**config.mk**
```make
export PLATFORM = sky130hd
export DESIGN_NAME = dpg_gpio
export DESIGN_NICKNAME = d
export VERILOG_FILES = /design/src/logic/dpg_pkg.sv /design/src/logic/dpg_gpio.sv /design/src/logic/dpg_port.sv
export SDC_FILE = /design/constraint.sdc
export NUM_CORES = 1
export LEC_CHECK = 0
export BUFFER_PORTS_ARGS = -buffer_cell sky130_fd_sc_hd__buf_4
export CAP_MARGIN = 20
export CELL_PAD_IN_SITES_DETAIL_PLACEMENT = 1
export CELL_PAD_IN_SITES_GLOBAL_PLACEMENT = 1
export CORE_ASPECT_RATIO = 1.5
export CORE_UTILIZATION = 42
export CTS_CLUSTER_DIAMETER = 40
export DETAILED_ROUTE_END_ITERATION = 6
export PLACE_DENSITY = 0.85
export SKIP_CTS_REPAIR_TIMING = 1
export SLEW_MARGIN = 30
export SYNTH_ARGS = -nofsm -noshare
export SYNTH_HDL_FRONTEND = slang
export SYNTH_SLANG_ARGS = --single-unit
```
**constraint.sdc**
```tcl
create_clock -name clock -period 2.5 [get_ports clock]
set_clock_uncertainty 0.15 [all_clocks]
set_input_delay 0.125 -clock clock [delete_from_list [all_inputs] [get_ports clock]]
set_output_delay 0.125 -clock clock [all_outputs]
set_load 0.005 [all_outputs]
```
**src/logic/dpg_pkg.sv**
```systemverilog
// package: register indices, reset values and widths for the dual gpio block
//
// What this block does
// RULE1: two 8-bit ports of pins, each pin usable as input or output, each port at a data-memory location.
// RULE2: a port read samples the pin level directly at the read strobe, with no input latch; the code does so for input pins only, output pins read the latch.
// RULE3: output data is held in a per-port latch that drives until that port's data location is written again.
// RULE4: each pin has a pull-high enable bit, 1 enables, all cleared to 0 by reset.
// RULE5: the pull-high acts only while the pin is a digital input, otherwise it stays off.
// RULE6: in sleep or idle a falling edge on any wake-enabled pin of either port wakes the device.
// RULE7: a wake enable counts only when the pin is an input and the core is in idle or sleep.
// RULE8: each pin has a wake enable bit, 1 enables, all cleared to 0 by reset.
// RULE9: each pin has a direction bit, 1 input, 0 cmos output from the data latch, changeable at any time.
// RULE10: reading a port returns the data latch for output pins, not the pin level.
// RULE11: reset sets all data latches and all direction bits to 1.
// RULE12: bit set and clear on a port read the whole port, change one bit and write the byte back.
// RULE13: a watchdog reset during idle or sleep leaves all port registers unchanged; other resets restore defaults.
// RULE14: the wake detector compares each qualifying pin with its last sample and holds a wake request until acknowledged.
package dpg_pkg;
  localparam int unsigned PORT_W = 8;
  localparam int unsigned ADDR_W = 8;
  localparam int unsigned BIT_W  = 3;

  // register locations in data memory, placed by the integrator
  localparam logic [ADDR_W-1:0] ADDR_PA_DATA = 8'h14;
  localparam logic [ADDR_W-1:0] ADDR_PA_DIR  = 8'h15;
  localparam logic [ADDR_W-1:0] ADDR_PA_PU   = 8'h16;
  localparam logic [ADDR_W-1:0] ADDR_PA_WU   = 8'h17;
  localparam logic [ADDR_W-1:0] ADDR_PB_DATA = 8'h18;
  localparam logic [ADDR_W-1:0] ADDR_PB_DIR  = 8'h19;
  localparam logic [ADDR_W-1:0] ADDR_PB_PU   = 8'h1a;
  localparam logic [ADDR_W-1:0] ADDR_PB_WU   = 8'h1b;

  // reset values
  localparam logic [PORT_W-1:0] RST_DATA = 8'hff;
  localparam logic [PORT_W-1:0] RST_DIR  = 8'hff;
  localparam logic [PORT_W-1:0] RST_PU   = 8'h00;
  localparam logic [PORT_W-1:0] RST_WU   = 8'h00;
  localparam logic [PORT_W-1:0] ZERO     = 8'h00;

  // direction encoding
  localparam logic DIR_OUT = 1'b0;
  localparam logic DIR_IN  = 1'b1;

  // cpu access kinds
  typedef enum logic [1:0] {
    DPG_OP_WRITE,
    DPG_OP_SETBIT,
    DPG_OP_CLRBIT
  } dpg_op_type;
endpackage

```
**src/logic/dpg_gpio.sv**
```systemverilog
// module: top of the dual-port gpio with pin wake-up
`timescale 1ns/10ps
module dpg_gpio (
  input  wire logic                        clock,
  input  wire logic                        rst,
  input  wire logic                        wdt_sleep_rst,
  input  wire logic [dpg_pkg::ADDR_W-1:0] cpu_addr,
  input  wire logic                        cpu_wr,
  input  wire dpg_pkg::dpg_op_type         cpu_op,
  input  wire logic [dpg_pkg::BIT_W-1:0]  cpu_bit,
  input  wire logic [dpg_pkg::PORT_W-1:0] cpu_wdata,
  input  wire logic                        cpu_rd,
  input  wire logic                        low_power,
  input  wire logic                        wake_ack,
  input  wire logic [dpg_pkg::PORT_W-1:0] pa_in,
  input  wire logic [dpg_pkg::PORT_W-1:0] pb_in,
  output logic      [dpg_pkg::PORT_W-1:0] cpu_rdata,
  output logic      [dpg_pkg::PORT_W-1:0] pa_out,
  output logic      [dpg_pkg::PORT_W-1:0] pa_oe,
  output logic      [dpg_pkg::PORT_W-1:0] pa_pullup,
  output logic      [dpg_pkg::PORT_W-1:0] pb_out,
  output logic      [dpg_pkg::PORT_W-1:0] pb_oe,
  output logic      [dpg_pkg::PORT_W-1:0] pb_pullup,
  output logic                             wake_req
);
  // ------------------------------------------------------------
  // decode
  // ------------------------------------------------------------
  logic [dpg_pkg::PORT_W-1:0] a_data, a_dir, a_pu, a_wu, a_view, a_fall;
  logic [dpg_pkg::PORT_W-1:0] b_data, b_dir, b_pu, b_wu, b_view, b_fall;
  logic [dpg_pkg::PORT_W-1:0] sel_byte;
  logic [dpg_pkg::PORT_W-1:0] bit_mask;
  logic [dpg_pkg::PORT_W-1:0] wr_byte;
  logic [dpg_pkg::PORT_W-1:0] rdata_next;
  logic [dpg_pkg::PORT_W-1:0] pa_pu_next;
  logic [dpg_pkg::PORT_W-1:0] pb_pu_next;
  logic                        hit_any;
  logic                        keep;
  logic                        wake_next;
  logic                        wake_reg;

  // register selects, one location per port register
  wire a_sel_data = (cpu_addr == dpg_pkg::ADDR_PA_DATA); // [RULE1]
  wire a_sel_dir  = (cpu_addr == dpg_pkg::ADDR_PA_DIR);
  wire a_sel_pu   = (cpu_addr == dpg_pkg::ADDR_PA_PU);
  wire a_sel_wu   = (cpu_addr == dpg_pkg::ADDR_PA_WU);
  wire b_sel_data = (cpu_addr == dpg_pkg::ADDR_PB_DATA); // [RULE1]
  wire b_sel_dir  = (cpu_addr == dpg_pkg::ADDR_PB_DIR);
  wire b_sel_pu   = (cpu_addr == dpg_pkg::ADDR_PB_PU);
  wire b_sel_wu   = (cpu_addr == dpg_pkg::ADDR_PB_WU);

  // read mux: data locations show the port view, others their register;
  // every source is an argument so the caller's assign sees each change
  function automatic logic [dpg_pkg::PORT_W-1:0] read_mux(input logic [dpg_pkg::ADDR_W-1:0] a,
                                                           input logic [dpg_pkg::PORT_W-1:0] av,
                                                           input logic [dpg_pkg::PORT_W-1:0] ad,
                                                           input logic [dpg_pkg::PORT_W-1:0] ap,
                                                           input logic [dpg_pkg::PORT_W-1:0] aw,
                                                           input logic [dpg_pkg::PORT_W-1:0] bv,
                                                           input logic [dpg_pkg::PORT_W-1:0] bd,
                                                           input logic [dpg_pkg::PORT_W-1:0] bp,
                                                           input logic [dpg_pkg::PORT_W-1:0] bw);
    logic [dpg_pkg::PORT_W-1:0] r;
    r = dpg_pkg::ZERO;
    if (a == dpg_pkg::ADDR_PA_DATA) r = av;
    if (a == dpg_pkg::ADDR_PA_DIR)  r = ad;
    if (a == dpg_pkg::ADDR_PA_PU)   r = ap;
    if (a == dpg_pkg::ADDR_PA_WU)   r = aw;
    if (a == dpg_pkg::ADDR_PB_DATA) r = bv;
    if (a == dpg_pkg::ADDR_PB_DIR)  r = bd;
    if (a == dpg_pkg::ADDR_PB_PU)   r = bp;
    if (a == dpg_pkg::ADDR_PB_WU)   r = bw;
    return r;
  endfunction

  // pull-high only on input pins; no open-drain mode exists here
  function automatic logic [dpg_pkg::PORT_W-1:0] pu_gate(input logic [dpg_pkg::PORT_W-1:0] pu,
                                                          input logic [dpg_pkg::PORT_W-1:0] dir);
    return pu & dir;
  endfunction

  // ------------------------------------------------------------
  // read-modify-write
  // ------------------------------------------------------------
  // bit ops merge into the whole-port view, so input pins copy
  // their live level into the latch, as the real core does
  assign sel_byte = read_mux(cpu_addr, a_view, a_dir, a_pu, a_wu, b_view, b_dir, b_pu, b_wu); // [RULE12]
  assign bit_mask = dpg_pkg::PORT_W'(1) << cpu_bit;
  assign wr_byte  = (cpu_op == dpg_pkg::DPG_OP_SETBIT) ? (sel_byte | bit_mask) :
                    (cpu_op == dpg_pkg::DPG_OP_CLRBIT) ? (sel_byte & ~bit_mask) :
                    cpu_wdata; // [RULE12]
  assign keep     = wdt_sleep_rst; // [RULE13]

  dpg_port u_port_a (
    .clock     (clock),
    .rst       (rst),
    .keep      (keep),
    .sel_data  (a_sel_data),
    .sel_dir   (a_sel_dir),
    .sel_pu    (a_sel_pu),
    .sel_wu    (a_sel_wu),
    .wr_en     (cpu_wr),
    .wr_byte   (wr_byte),
    .pin_in    (pa_in),
    .low_power (low_power),
    .data_q    (a_data),
    .dir_q     (a_dir),
    .pu_q      (a_pu),
    .wu_q      (a_wu),
    .port_view (a_view),
    .fall_hit  (a_fall)
  );

  dpg_port u_port_b (
    .clock     (clock),
    .rst       (rst),
    .keep      (keep),
    .sel_data  (b_sel_data),
    .sel_dir   (b_sel_dir),
    .sel_pu    (b_sel_pu),
    .sel_wu    (b_sel_wu),
    .wr_en     (cpu_wr),
    .wr_byte   (wr_byte),
    .pin_in    (pb_in),
    .low_power (low_power),
    .data_q    (b_data),
    .dir_q     (b_dir),
    .pu_q      (b_pu),
    .wu_q      (b_wu),
    .port_view (b_view),
    .fall_hit  (b_fall)
  );

  // ------------------------------------------------------------
  // wake request and output staging
  // ------------------------------------------------------------
  // a new edge beats an ack in the same cycle, so no wake is lost
  assign hit_any    = |{a_fall, b_fall}; // [RULE6]
  assign wake_next  = hit_any | (wake_reg & ~wake_ack); // [RULE14]
  assign rdata_next = cpu_rd ? sel_byte : cpu_rdata; // [RULE2]
  assign pa_pu_next = pu_gate(a_pu, a_dir); // [RULE5]
  assign pb_pu_next = pu_gate(b_pu, b_dir); // [RULE5]

  // wake flag survives a low-power watchdog reset with the registers
  always_ff @(posedge clock) begin
    if (rst && !keep) begin
      wake_reg <= 1'b0;
    end else if (!rst) begin
      wake_reg <= wake_next;
    end
  end

  // pin drivers registered from the port registers, one cycle late
  always_ff @(posedge clock) begin
    if (rst && !keep) begin
      cpu_rdata <= dpg_pkg::ZERO;
      pa_out    <= dpg_pkg::RST_DATA;
      pa_oe     <= dpg_pkg::ZERO;
      pa_pullup <= dpg_pkg::ZERO;
      pb_out    <= dpg_pkg::RST_DATA;
      pb_oe     <= dpg_pkg::ZERO;
      pb_pullup <= dpg_pkg::ZERO;
    end else if (!rst) begin
      cpu_rdata <= rdata_next;
      pa_out    <= a_data;   // [RULE3]
      pa_oe     <= ~a_dir;   // [RULE9]
      pa_pullup <= pa_pu_next;
      pb_out    <= b_data;   // [RULE3]
      pb_oe     <= ~b_dir;   // [RULE9]
      pb_pullup <= pb_pu_next;
    end
  end

  assign wake_req = wake_reg;
endmodule

```
**src/logic/dpg_port.sv**
```systemverilog
// module: one 8-bit port with data, direction, pull-high and wake enable registers
`timescale 1ns/10ps
module dpg_port (
  input  wire logic                        clock,
  input  wire logic                        rst,
  input  wire logic                        keep,
  input  wire logic                        sel_data,
  input  wire logic                        sel_dir,
  input  wire logic                        sel_pu,
  input  wire logic                        sel_wu,
  input  wire logic                        wr_en,
  input  wire logic [dpg_pkg::PORT_W-1:0] wr_byte,
  input  wire logic [dpg_pkg::PORT_W-1:0] pin_in,
  input  wire logic                        low_power,
  output logic      [dpg_pkg::PORT_W-1:0] data_q,
  output logic      [dpg_pkg::PORT_W-1:0] dir_q,
  output logic      [dpg_pkg::PORT_W-1:0] pu_q,
  output logic      [dpg_pkg::PORT_W-1:0] wu_q,
  output logic      [dpg_pkg::PORT_W-1:0] port_view,
  output logic      [dpg_pkg::PORT_W-1:0] fall_hit
);
  logic [dpg_pkg::PORT_W-1:0] data_reg;
  logic [dpg_pkg::PORT_W-1:0] dir_reg;
  logic [dpg_pkg::PORT_W-1:0] pu_reg;
  logic [dpg_pkg::PORT_W-1:0] wu_reg;
  logic [dpg_pkg::PORT_W-1:0] prev_reg;
  logic [dpg_pkg::PORT_W-1:0] wake_qual;

  // ------------------------------------------------------------
  // registers
  // ------------------------------------------------------------
  // keep marks a watchdog reset in a low-power mode: contents hold
  always_ff @(posedge clock) begin
    if (rst && !keep) begin // [RULE13]
      data_reg <= dpg_pkg::RST_DATA; // [RULE11]
      dir_reg  <= dpg_pkg::RST_DIR;  // [RULE11]
      pu_reg   <= dpg_pkg::RST_PU;   // [RULE4]
      wu_reg   <= dpg_pkg::RST_WU;   // [RULE8]
    end else if (!rst && wr_en) begin
      if (sel_data) data_reg <= wr_byte; // [RULE3]
      if (sel_dir)  dir_reg  <= wr_byte; // [RULE9]
      if (sel_pu)   pu_reg   <= wr_byte; // [RULE4]
      if (sel_wu)   wu_reg   <= wr_byte; // [RULE8]
    end
  end

  // previous pin sample for the edge compare; a held keep reset keeps
  // tracking the pins so a low pin is not seen as a fresh edge; other resets load all ones
  always_ff @(posedge clock) begin
    if (rst && !keep) begin
      prev_reg <= dpg_pkg::RST_DATA;
    end else begin
      prev_reg <= pin_in; // [RULE14]
    end
  end

  // ------------------------------------------------------------
  // read view and wake qualification
  // ------------------------------------------------------------
  // output pins read back the latch, input pins the live level
  assign port_view = (dir_reg & pin_in) | (~dir_reg & data_reg); // [RULE2] [RULE10]
  assign wake_qual = low_power ? (wu_reg & dir_reg) : dpg_pkg::ZERO; // [RULE7]
  assign fall_hit  = wake_qual & prev_reg & ~pin_in; // [RULE6] [RULE14]
  assign data_q    = data_reg;
  assign dir_q     = dir_reg;
  assign pu_q      = pu_reg;
  assign wu_q      = wu_reg;
endmodule

```
Word-level counts from Yosys, hierarchy flattened:

Cells that the tools add are included.
Widths: inputs -> output; s select.

* equality and inequality tests: 10
* shift-type cells: 1
* multiplexer cells: 12
* bitwise operators: 25
* reduce and logical (&&, ||, !) cells: 14

Operator list (number)
* $and 8x8->8: 13
* $mux 8: 12
* $eq 8x5->1 const B: 8
* $not 8->8: 5
* $or 8x8->8: 3
* $reduce_and 2->1: 9
* $reduce_or 16->1: 1
* $shl 1x3->8 const A: 1
* $eq 2x1->1 const B: 1
* $eq 2x2->1 const B: 1
* $logic_and 1x1->1: 2
* $logic_not 1->1: 2
* $not 1->1: 2
* $and 1x1->1: 1
* $or 1x1->1: 1

* register bits: 137
* word-level logic and storage cells: 80

Depth between registers and ports, before layout:

Gate-level depths: netlist of the first run.

* depth in word-level cells: 14
* gate-level depth with buffers: 8
* mapped depth without buffers: 5

By module:

Synthesis of the first run repeated with hierarchy kept, for this count alone.

* cell total of the unflattened synthesis: 637
* area, all modules: 5962.0 µm²

By module, submodules not included
* dpg_gpio: times used 1, cells each 393, area each 3039.2 µm², seq. area each 1141.1 µm²
* dpg_port: times used 2, cells each 122, area each 1461.4 µm², seq. area each 800.8 µm²

Least setup slack after synthesis of the first run:

Ideal clock, no wire load.

* kind: input-to-reg
* start: input cpu_addr[7] (netlist bit)
* end: register u_port_a.dir_reg (netlist bit u_port_a.dir_q[3])
* setup time: 0.120 ns
* arrival: 1.702 ns
* data required time: 2.230 ns
* slack: 0.528 ns
* stages: 5
* path buffers: 2
* path through: or4b_4 buf_6 or4_4 buf_6 a211o_1

* longest elaborated chain between the ends: 12
* elaborated cells between the ends (all ways): 21
* those cells by class: 8 x eq/ne; 10 x mux; 2 x bitwise; 1 x reduce/logical

Ends and longest elaborated chain
* from (decl): line dpg_gpio.sv:7 `input wire logic [dpg_pkg::ADDR_W-1:0] cpu_addr,`
* $eq 8x5->1: line dpg_gpio.sv:65 `if (a == dpg_pkg::ADDR_PA_DATA) r = av;`
* $mux 8: line dpg_gpio.sv:65
* $mux 8: line dpg_gpio.sv:66 `if (a == dpg_pkg::ADDR_PA_DIR) r = ad;`
* $mux 8: line dpg_gpio.sv:67 `if (a == dpg_pkg::ADDR_PA_PU) r = ap;`
* $mux 8: line dpg_gpio.sv:68 `if (a == dpg_pkg::ADDR_PA_WU) r = aw;`
* $mux 8: line dpg_gpio.sv:69 `if (a == dpg_pkg::ADDR_PB_DATA) r = bv;`
* $mux 8: line dpg_gpio.sv:70 `if (a == dpg_pkg::ADDR_PB_DIR) r = bd;`
* $mux 8: line dpg_gpio.sv:71 `if (a == dpg_pkg::ADDR_PB_PU) r = bp;`
* $mux 8: line dpg_gpio.sv:72 `if (a == dpg_pkg::ADDR_PB_WU) r = bw;`
* $and 8x8->8: line dpg_gpio.sv:90 `(cpu_op == dpg_pkg::DPG_OP_CLRBIT) ? (sel_byte & ~bit_mask) :`
* $mux 8: line dpg_gpio.sv:90
* $mux 8: line dpg_gpio.sv:89 `assign wr_byte = (cpu_op == dpg_pkg::DPG_OP_SETBIT) ? (sel_byte | bit_mask) :`
* to (signal assigned): line dpg_port.sv:36 `dir_reg <= dpg_pkg::RST_DIR;`
* to (signal assigned): line dpg_port.sv:41 `if (sel_dir) dir_reg <= wr_byte;`
* to (decl): line dpg_port.sv:23 `logic [dpg_pkg::PORT_W-1:0] dir_reg;`

Several ways; a longest one is shown, not always the timed one.
A chain may end at the register's enable or synchronous reset.

Worst setup path after layout of the first run:

* start: register u_port_a.data_reg (netlist bit u_port_a.data_q[3])
* end: register u_port_a.dir_reg (netlist bit u_port_a.dir_q[3])

* longest elaborated chain between the ends: 13
* elaborated cells between the ends (all ways): 14
* those cells by class: 10 x mux; 4 x bitwise

Ends and longest elaborated chain
* from (decl): line dpg_port.sv:22 `logic [dpg_pkg::PORT_W-1:0] data_reg;`
* from (signal assigned): line dpg_port.sv:35 `data_reg <= dpg_pkg::RST_DATA;`
* from (signal assigned): line dpg_port.sv:40 `if (sel_data) data_reg <= wr_byte;`
* $and 8x8->8 (*): line dpg_port.sv:61 `assign port_view = (dir_reg & pin_in) | (~dir_reg & data_reg);`
* $or 8x8->8 (*): line dpg_port.sv:61
* $mux 8 (*): line dpg_gpio.sv:65
* $mux 8 (*): line dpg_gpio.sv:66
* $mux 8 (*): line dpg_gpio.sv:67
* $mux 8 (*): line dpg_gpio.sv:68
* $mux 8 (*): line dpg_gpio.sv:69
* $mux 8 (*): line dpg_gpio.sv:70
* $mux 8 (*): line dpg_gpio.sv:71
* $mux 8 (*): line dpg_gpio.sv:72
* $and 8x8->8: line dpg_gpio.sv:90
* $mux 8: line dpg_gpio.sv:90
* $mux 8 (*): line dpg_gpio.sv:89

Mark *: on every way between the ends. The rest lies on a longest branch, timed or not.

==> impl_summary.txt, run 1 <==
----------------------------------------------------
[Clock network]
  CTS Root Cell ... clkbuf_16
  Source-to-sink clock delay at the later pin of the worst-skew pair ... 440 ps
  H-Tree Level Count ... 4
  Sink count of the clock tree ... between 100 and 150
  Number of buffers created by CTS ... 17
  Clock tree from TritonCTS ... done
  Maximum buffer depth of the clock tree ... 2
  Clock transition at path regs ... approximately 60 ps

[Timing]
  Max Clock Freq ... roughly 460 MHz
  Count of final hold-check violations ... 0
  Setup repair after global routing missed its margin ... false
  Setup slack of the critical path after layout ... around 340 ps
  Setup-violating endpoint count in the final report ... 0
  Period Utilization, post-route ... 0.864
  Slew at the pin closest to its max-slew limit ... ~800 ps
  Headroom to the max-slew limit ... 0.465
  Hold slack ... between 6 and 7 ps
  Post-route minimum period ... around 2200 ps
  Setup Total Neg Slack ... 0 ps
  Number of max-slew violations in the final report ... 0

[Synthesis]
  Count leader, synth ... dfxtp_1
  Count of flip-flops with a built-in enable after synthesis ... 0
  Async set-or-reset flop fraction in the synthesized netlist ... 0
  Share of synthesized area spent on multiplexers ... 0.0296
  Simple-gate area share of the yosys netlist ... 0.269
  Netlist area before placement ... ~0.0070 mm^2
  Number of storage elements in the synthesis netlist ... between 100 and 150
  Top post-synthesis cells by area ... dfxtp_1 (39%), o21ai_0 (6.7%), nand3_1 (6.2%)
  Synthesized area divided by synthesized cell count ... about 8 um^2
  Largest family of logic cells by synthesized area ... simple AND/OR/NAND/NOR gates
  Share of the synthesized area in the top cell type ... 0.393
  Synth Net Count ... between 900 and 1000
  Yosys Warn Count ... 0
  Top post-synthesis cells by count ... dfxtp_1 (137), o21ai_0 (94), nand3_1 (87), nand2_1 (84), a21oi_1 (67)
  Library cell occupying the most area in the post-synthesis netlist ... dfxtp_1
  Xor/xnor cell area share of the yosys netlist ... 0
  Complex-gate fraction of the synthesized area ... 0.255
  Seq/Total Area, Yosys ... 0.393
  Adder-cell share of the synthesized area ... 0
  Number of library cell types mapped by synthesis ... ~70
  Count of mapped cells out of synthesis ... between 800 and 900
  Dominant synthesized flop cell ... dfxtp_1

[Power and ir drop]
  Logic pwr share ... 0.107
  Clock network power share ... 0.477
  Sw Pwr ... between 0.001 and 0.0015 W
  Maximum ir drop on the vdd rail ... roughly 0.40 mV
  Sequential Power Share ... 0.416
  Power density of the placed cells ... between 600 and 700 mW/mm^2
  Internal power component ... 0.00394 W
  Switching Share ... 0.266
  Static leakage power ... approximately 3.6 nW
  Post-layout power ... about 0.0054 W

[Critical path]
  Launching instance or port of the critical path ... u_port_a.data_q[3]
  RR Startpoint ... u_port_a.data_q[3]
  Terminus of the critical flop-to-flop path ... u_port_a.dir_q[3]
  Setup crit start kind ... flop
  Worst-case reg-to-reg path depth ... 5
  Worst endpoint data arrival time ... around 2400 ps
  CP endpoint ... u_port_a.dir_q[3]
  Kind of critical path ... flop to flop
  Crit Path Max Fanout ... 3
  Kind of capture point of the worst setup path ... flop
  Req. time, crit path ... approximately 2700 ps
  Slack of the worst reg-to-reg path ... roughly 340 ps

[Placement]
  Number of instances in the placed design ... between 1000 and 1500
  Pre-CTS WS ... 110 ps
  Routability-driven placement congestion ratio ... ~0.99
  Detailed placer's ending HPWL ... around 21 mm
  Port-buffer cells ... 100

[Finish]
  Share of post-route cells with drive strength above 1 ... 0.214
  Post-layout net count ... 1044
  Area growth from synthesis to final layout ... 27.0%
  Diodes inserted ... 0
  Non-Filler Instances ... between 1000 and 1500

[Status]
  Run status ... complete, no violations

[Detailed routing]
  Detail-routed net length per standard cell ... 23.5 um
  Total Wirelength ... about 29 mm
  Antenna-violating nets left ... 0
  Via-to-Cell Ratio ... ~6.3
  Number of iterations in the first detailed-routing pass ... 7
  Initial DRC count ... 560
  Total vias in the final route ... a little under 8000
  Residual DRC count ... 0

[Die]
  Starting utilization of the core area ... 0.431
  Die extent in y ... about 160 um
  Placeable core area ... 0.0162 mm^2
  Number of core rows ... 57
  Total die area ... between 0.015 and 0.02 mm^2
  I/O pins ... just over 100
  Die Width ... around 110 um

[Hold path]
  Type of the tightest min-delay check ... primary input to flop

[GRT]
  GRT overflow ... 0
  Number of antenna violations at the first check in global routing ... 0
  Pin count of the biggest net entering global routing ... 44
  Via count of the first global-routing pass ... 7747
  First-pass GRT wire length ... roughly 43 mm
  Global Route Usage Sum ... 0.334

[Flow run]
  Number of maximum-capacitance constraint violations ... 0

----------------------------------------------------
## metal layers
metal	vias up	track usage	wire, um
met2	362	0.560	13900
met1	3703	0.367	10500
li1	3472	-	-
met4	0	0.266	2400
met5	-	0	0
met3	146	0.0596	1760
## cell families (layout without fill, tap and decap cells)
logic type	after synthesis	in the layout
flops	137	137
simple gates	353	353
compound gates	280	280
mux	19	19
buf+inv	89	224
## power by group through the flow
stage | Combinational [W] | Sequential [W] | Clock, W
6_report | 0.000573 | 0.00224 | 0.00257
5_1_grt | 0.000608 | 0.00224 | 0.00265
4_1_cts | 0.000534 | 0.00224 | 0.00256
3_5_place_dp | 0.000529 | 0.00228 | 0
3_3_place_gp | 0.000521 | 0.00228 | 0
2_1_floorplan | 0.000295 | 0.00228 | 0
## placed cells by master (no fill, tap or decap), types with 4 or more instances in the layout
cell / instances
mux2_2: 13
clkbuf_16: 17
nor2_1: 53
a211oi_1: 12
nor3_1: 8
buf_4: 151
nand3_1: 87
o211ai_1: 14
nand2b_1: 25
mux2i_1: 6
inv_1: 23
o31ai_1: 8
a21oi_1: 67
a22oi_1: 5
dlygate4sd3_1: 18
nand4_1: 20
a31oi_1: 12
nand2_1: 84
o22ai_1: 4
a21o_1: 4
o21ai_1: 11
nand4b_1: 20
nor2b_1: 10
clkinv_4: 4
o21ai_0: 94
nor3b_1: 15
o21a_1: 7
nand3b_1: 5
dfxtp_1: 137
## critical path, stage by stage, from the launching register on
cell	delay, ps
dfxtp_1	420
or3b_2	470
a2111oi_2	450
a221oi_1	160
a211oi_1	310
a211o_1	150
## per-stage QoR
step           area [um^2]  utilization
3_5_place_dp          8090        0.499
2_1_floorplan         6970            -
5_1_grt               8850        0.547
6_report              8850        0.547
3_3_place_gp          8090        0.499
4_1_cts               8670        0.536
## worst min path at each step
stage / endpoint / cells past startpoint / from / slack (ps)
after floorplan: u_port_a.prev_reg[0] / 1 / pa_in[0] / 80
after global placement: u_port_a.prev_reg[4] / 2 / pa_in[4] / 180
after detailed placement: u_port_a.prev_reg[2] / 2 / pa_in[2] / 190
after CTS: u_port_a.prev_reg[4] / 2 / pa_in[4] / -250
after global routing: pb_oe[7] / 2 / rst / 30
final: pb_pullup[7] / 2 / rst / 7
## area by class of cell
cell class / instances / area, um^2
fillers: 2008 / 7340
multi-input cells: 652 / 3860
flip-flops and latches: 137 / 2740
repair buffers: 169 / 1310
clock buffers: 19 / 443
well taps: 206 / 258
clock inverters: 13 / 144
inverters: 23 / 86.3
No activity file was read; power rests on OpenSTA's default activity.
==> inputs of run 2 (changes only) <==
--- a/config.mk
+++ b/config.mk
@@ -5,15 +5,16 @@
 export SDC_FILE = /design/constraint.sdc
 export NUM_CORES = 1
 export LEC_CHECK = 0
+export ABC_AREA = 1
 export BUFFER_PORTS_ARGS = -buffer_cell sky130_fd_sc_hd__buf_4
 export CAP_MARGIN = 20
 export CELL_PAD_IN_SITES_DETAIL_PLACEMENT = 1
 export CELL_PAD_IN_SITES_GLOBAL_PLACEMENT = 1
 export CORE_ASPECT_RATIO = 1.5
-export CORE_UTILIZATION = 42
+export CORE_UTILIZATION = 41
 export CTS_CLUSTER_DIAMETER = 40
 export DETAILED_ROUTE_END_ITERATION = 6
-export PLACE_DENSITY = 0.85
+export PLACE_DENSITY = 0.86
 export SKIP_CTS_REPAIR_TIMING = 1
 export SLEW_MARGIN = 30
 export SYNTH_ARGS = -nofsm -noshare
==> impl_summary.txt, run 2 <==
----------------------------------------------------
[Status]
  Run status ... complete, no violations

[Critical path]
  Setup crit start kind ... flop
  Req. time, crit path ... 2660 ps (-60 ps)
  Slack of the worst reg-to-reg path ... 140 ps (-200 ps)
  Crit Path Max Fanout ... 5 (+2)
  Worst endpoint data arrival time ... 2520 ps (+140 ps)
  Worst-case reg-to-reg path depth ... 7 (+2)
  Kind of capture point of the worst setup path ... flop
  Terminus of the critical flop-to-flop path ... wake_req
  RR Startpoint ... u_port_b.dir_q[3]
  Kind of critical path ... flop to flop

[Detailed routing]
  Antenna-violating nets left ... 0 (unchanged)
  Total Wirelength ... 28.6 mm (+0.11%)
  Via-to-Cell Ratio ... 5.71 (-9.4%)
  Residual DRC count ... 0 (unchanged)
  Initial DRC count ... 509 (-9.1%)
  Number of iterations in the first detailed-routing pass ... 5 (-2)
  Detail-routed net length per standard cell ... 22.5 um (-3.9%)
  Total vias in the final route ... 7250 (-5.6%)

[Synthesis]
  Synthesized area divided by synthesized cell count ... 7.05 um^2 (-11%)
  Share of the synthesized area in the top cell type ... 0.424 (+0.0310)
  Library cell occupying the most area in the post-synthesis netlist ... dfxtp_1
  Dominant synthesized flop cell ... dfxtp_1
  Number of library cell types mapped by synthesis ... 35 (-49%)
  Count of flip-flops with a built-in enable after synthesis ... 0 (unchanged)
  Top post-synthesis cells by count ... nand2_1 (230), dfxtp_1 (137), nand3_1 (116), inv_1 (112), a21oi_1 (102)
  Count leader, synth ... nand2_1
  Count of mapped cells out of synthesis ... 917 (+4.4%)
  Async set-or-reset flop fraction in the synthesized netlist ... 0 (unchanged)
  Netlist area before placement ... 0.00646 mm^2 (-7.3%)
  Yosys Warn Count ... 0 (unchanged)
  Top post-synthesis cells by area ... dfxtp_1 (42%), nand2_1 (13%), nand3_1 (9.0%)
  Synth Net Count ... 961 (+4.2%)
  Seq/Total Area, Yosys ... 0.424 (+0.0310)
  Number of storage elements in the synthesis netlist ... 137 (unchanged)

[Die]
  Total die area ... 0.0163 mm^2 (-5.0%)
  Die extent in y ... 156 um (-2.5%)
  I/O pins ... 101 (unchanged)
  Placeable core area ... 0.0153 mm^2 (-5.6%)
  Die Width ... 105 um (-2.5%)
  Starting utilization of the core area ... 0.423 (-0.00763)
  Number of core rows ... 55 (-3.5%)

[Timing]
  Period Utilization, post-route ... 0.943 (+0.0792)
  Count of final hold-check violations ... 0 (unchanged)
  Post-route minimum period ... 2360 ps (+198 ps)
  Setup Total Neg Slack ... 0 ps (unchanged)
  Setup repair after global routing missed its margin ... false
  Hold slack ... 2.14 ps (-4.71 ps)
  Headroom to the max-slew limit ... 0.477 (+0.0126)
  Setup-violating endpoint count in the final report ... 0 (unchanged)
  Slew at the pin closest to its max-slew limit ... 784 ps (-13.5 ps)
  Number of max-slew violations in the final report ... 0 (unchanged)
  Max Clock Freq ... 424 MHz (-8.4%)

[Finish]
  Leading cell type in the layout, fill and taps excluded ... nand2_1
  Area growth from synthesis to final layout ... 29.5%
  Area occupied by multi-input gates ... 0.00312 mm^2 (-19%)
  Area taken by flip-flops and latches ... 0.00274 mm^2 (unchanged)
  Commonest non-fill, non-tap cells in the layout ... nand2_1 (230), dfxtp_1 (137), buf_4 (135), nand3_1 (116), inv_1 (112)
  Share of post-route cells with drive strength above 1 ... 0.218 (+0.00354)
  # fillers ... 1995 (-0.65%)
  Post-layout net count ... 1102 (+5.6%)

[Power and ir drop]
  Maximum ir drop on the vdd rail ... 0.405 mV (+1.5%)
  Power density of the placed cells ... 632 mW/mm^2 (+4.1%)
  Static leakage power ... 4.07 nW (+14%)

[GRT]
  First-pass GRT wire length ... 42.2 mm (-2.5%)
  Number of antenna violations at the first check in global routing ... 0 (unchanged)
  Via count of the first global-routing pass ... 7338 (-5.3%)
  GRT overflow ... 0 (unchanged)
  Global Route Usage Sum ... 0.352 (+0.0171)
  Pin count of the biggest net entering global routing ... 74 (+68%)

[Clock network]
  Sink count of the clock tree ... 137 (unchanged)
  Source-to-sink clock delay at the later pin of the worst-skew pair ... 430 ps (about the same)
  Clock transition at path regs ... 60 ps (about the same)
  Clock tree from TritonCTS ... done
  Maximum buffer depth of the clock tree ... 2 (unchanged)
  CTS Root Cell ... clkbuf_16
  Number of buffers created by CTS ... 17 (unchanged)
  H-Tree Level Count ... 4 (unchanged)

[Placement]
  Port-buffer cells ... 100 (unchanged)
  Detailed placer's ending HPWL ... 20.9 mm (+1.6%)
  Routability-driven placement congestion ratio ... 1.01 (+2.1%)

[Hold path]
  Worst Hold Path EP ... cpu_rdata[0]
  Cell count of the worst hold path ... 3 (+1)
  Min-Delay Startpoint ... rst
  Type of the tightest min-delay check ... primary input to flop

[Flow run]
  Number of maximum-capacitance constraint violations ... 0 (unchanged)

----------------------------------------------------
-- run 2: changes by cell type in the layout (fill, tap and decap cells not counted), sizes merged, moves of 14 or more --
| cell | before | now |
|---|---|---|
| nand2 | 84 | 254 |
| inv | 26 | 123 |
| o21ai | 107 | 32 |
| nand3 | 87 | 125 |
| a21oi | 68 | 102 |
| nand2b | 26 | 0 |
| nand4b | 20 | 0 |
| buf | 151 | 136 |
| nor3b | 15 | 0 |
| o211ai | 14 | 0 |
-- run 2: logic make-up after synthesis --
kind of cell           synth area share
AND/OR/NAND/NOR                   0.344
buffers and inverters            0.0945
multiplexers                    0.00174
flip-flops                        0.424
AO/OA/AOI/OAI                     0.135
-- run 2: layer usage --
metal | track usage | up-vias | wire length (um)
li1 | - | 3265 | -
met5 | 0 | - | 0
met1 | 0.360 | 3460 | 10100
met3 | 0.0769 | 159 | 1910
met4 | 0.339 | 0 | 2910
met2 | 0.590 | 366 | 13700
-- run 2: layout make-up --
class	instances	area share
Sequential cell	137	0.328
Timing Repair Buffer	157	0.149
Clock buffer	19	0.0541
Multi-Input combinational cell	626	0.372
Clock inverter	12	0.0139
Tap cell	199	0.0298
Inverter	119	0.0534
Antenna cell	1	0.000299
-- run 2: how the worst max path moves through the flow --
| stage | to | cells after the start | slack (ps) | from |
|---|---|---|---|---|
| 3_3_place_gp | u_port_b.pu_q[0] | 13 | 330 | cpu_addr[5] |
| 4_1_cts | u_port_a.wu_q[4] | 13 | 350 | u_port_a.dir_q[4] |
| 5_1_grt | wake_req | 7 | 80 | u_port_b.dir_q[3] |
| 2_1_floorplan | u_port_a.data_q[7] | 9 | 900 | u_port_b.dir_q[7] |
| 6_report | wake_req | 7 | 140 | u_port_b.dir_q[3] |
| 3_5_place_dp | u_port_b.pu_q[0] | 13 | 300 | cpu_addr[5] |
-- run 2: critical path: stages, from the launching register on --
cell           delay, ps
dfxtp_1              360
buf_4                210
nand4_1              150
nand4_1              100
or2_2                320
o311ai_0             320
nand2_1               80
dlygate4sd3_1        570
-- run 2: power by group --
part           total, W  switching (W)  internal (W)  leakage (nW)
combinational  0.000503       0.000297      0.000206          2.68
clock           0.00250        0.00107       0.00143         0.270
sequential      0.00229      0.0000376       0.00225          1.12
-- run 2: stage by stage --
step                cells  power, W  cell area, um^2  utilization  setup WS [ps]
finish               1270   0.00529             8370        0.548            142
CTS                  1248   0.00525             8160        0.534            350
global route         1269   0.00543             8370        0.548           78.6
floorplan             917   0.00257             6460            -            899
detailed placement   1217   0.00280             7590        0.497            297
global placement     1217   0.00278             7590        0.497            334
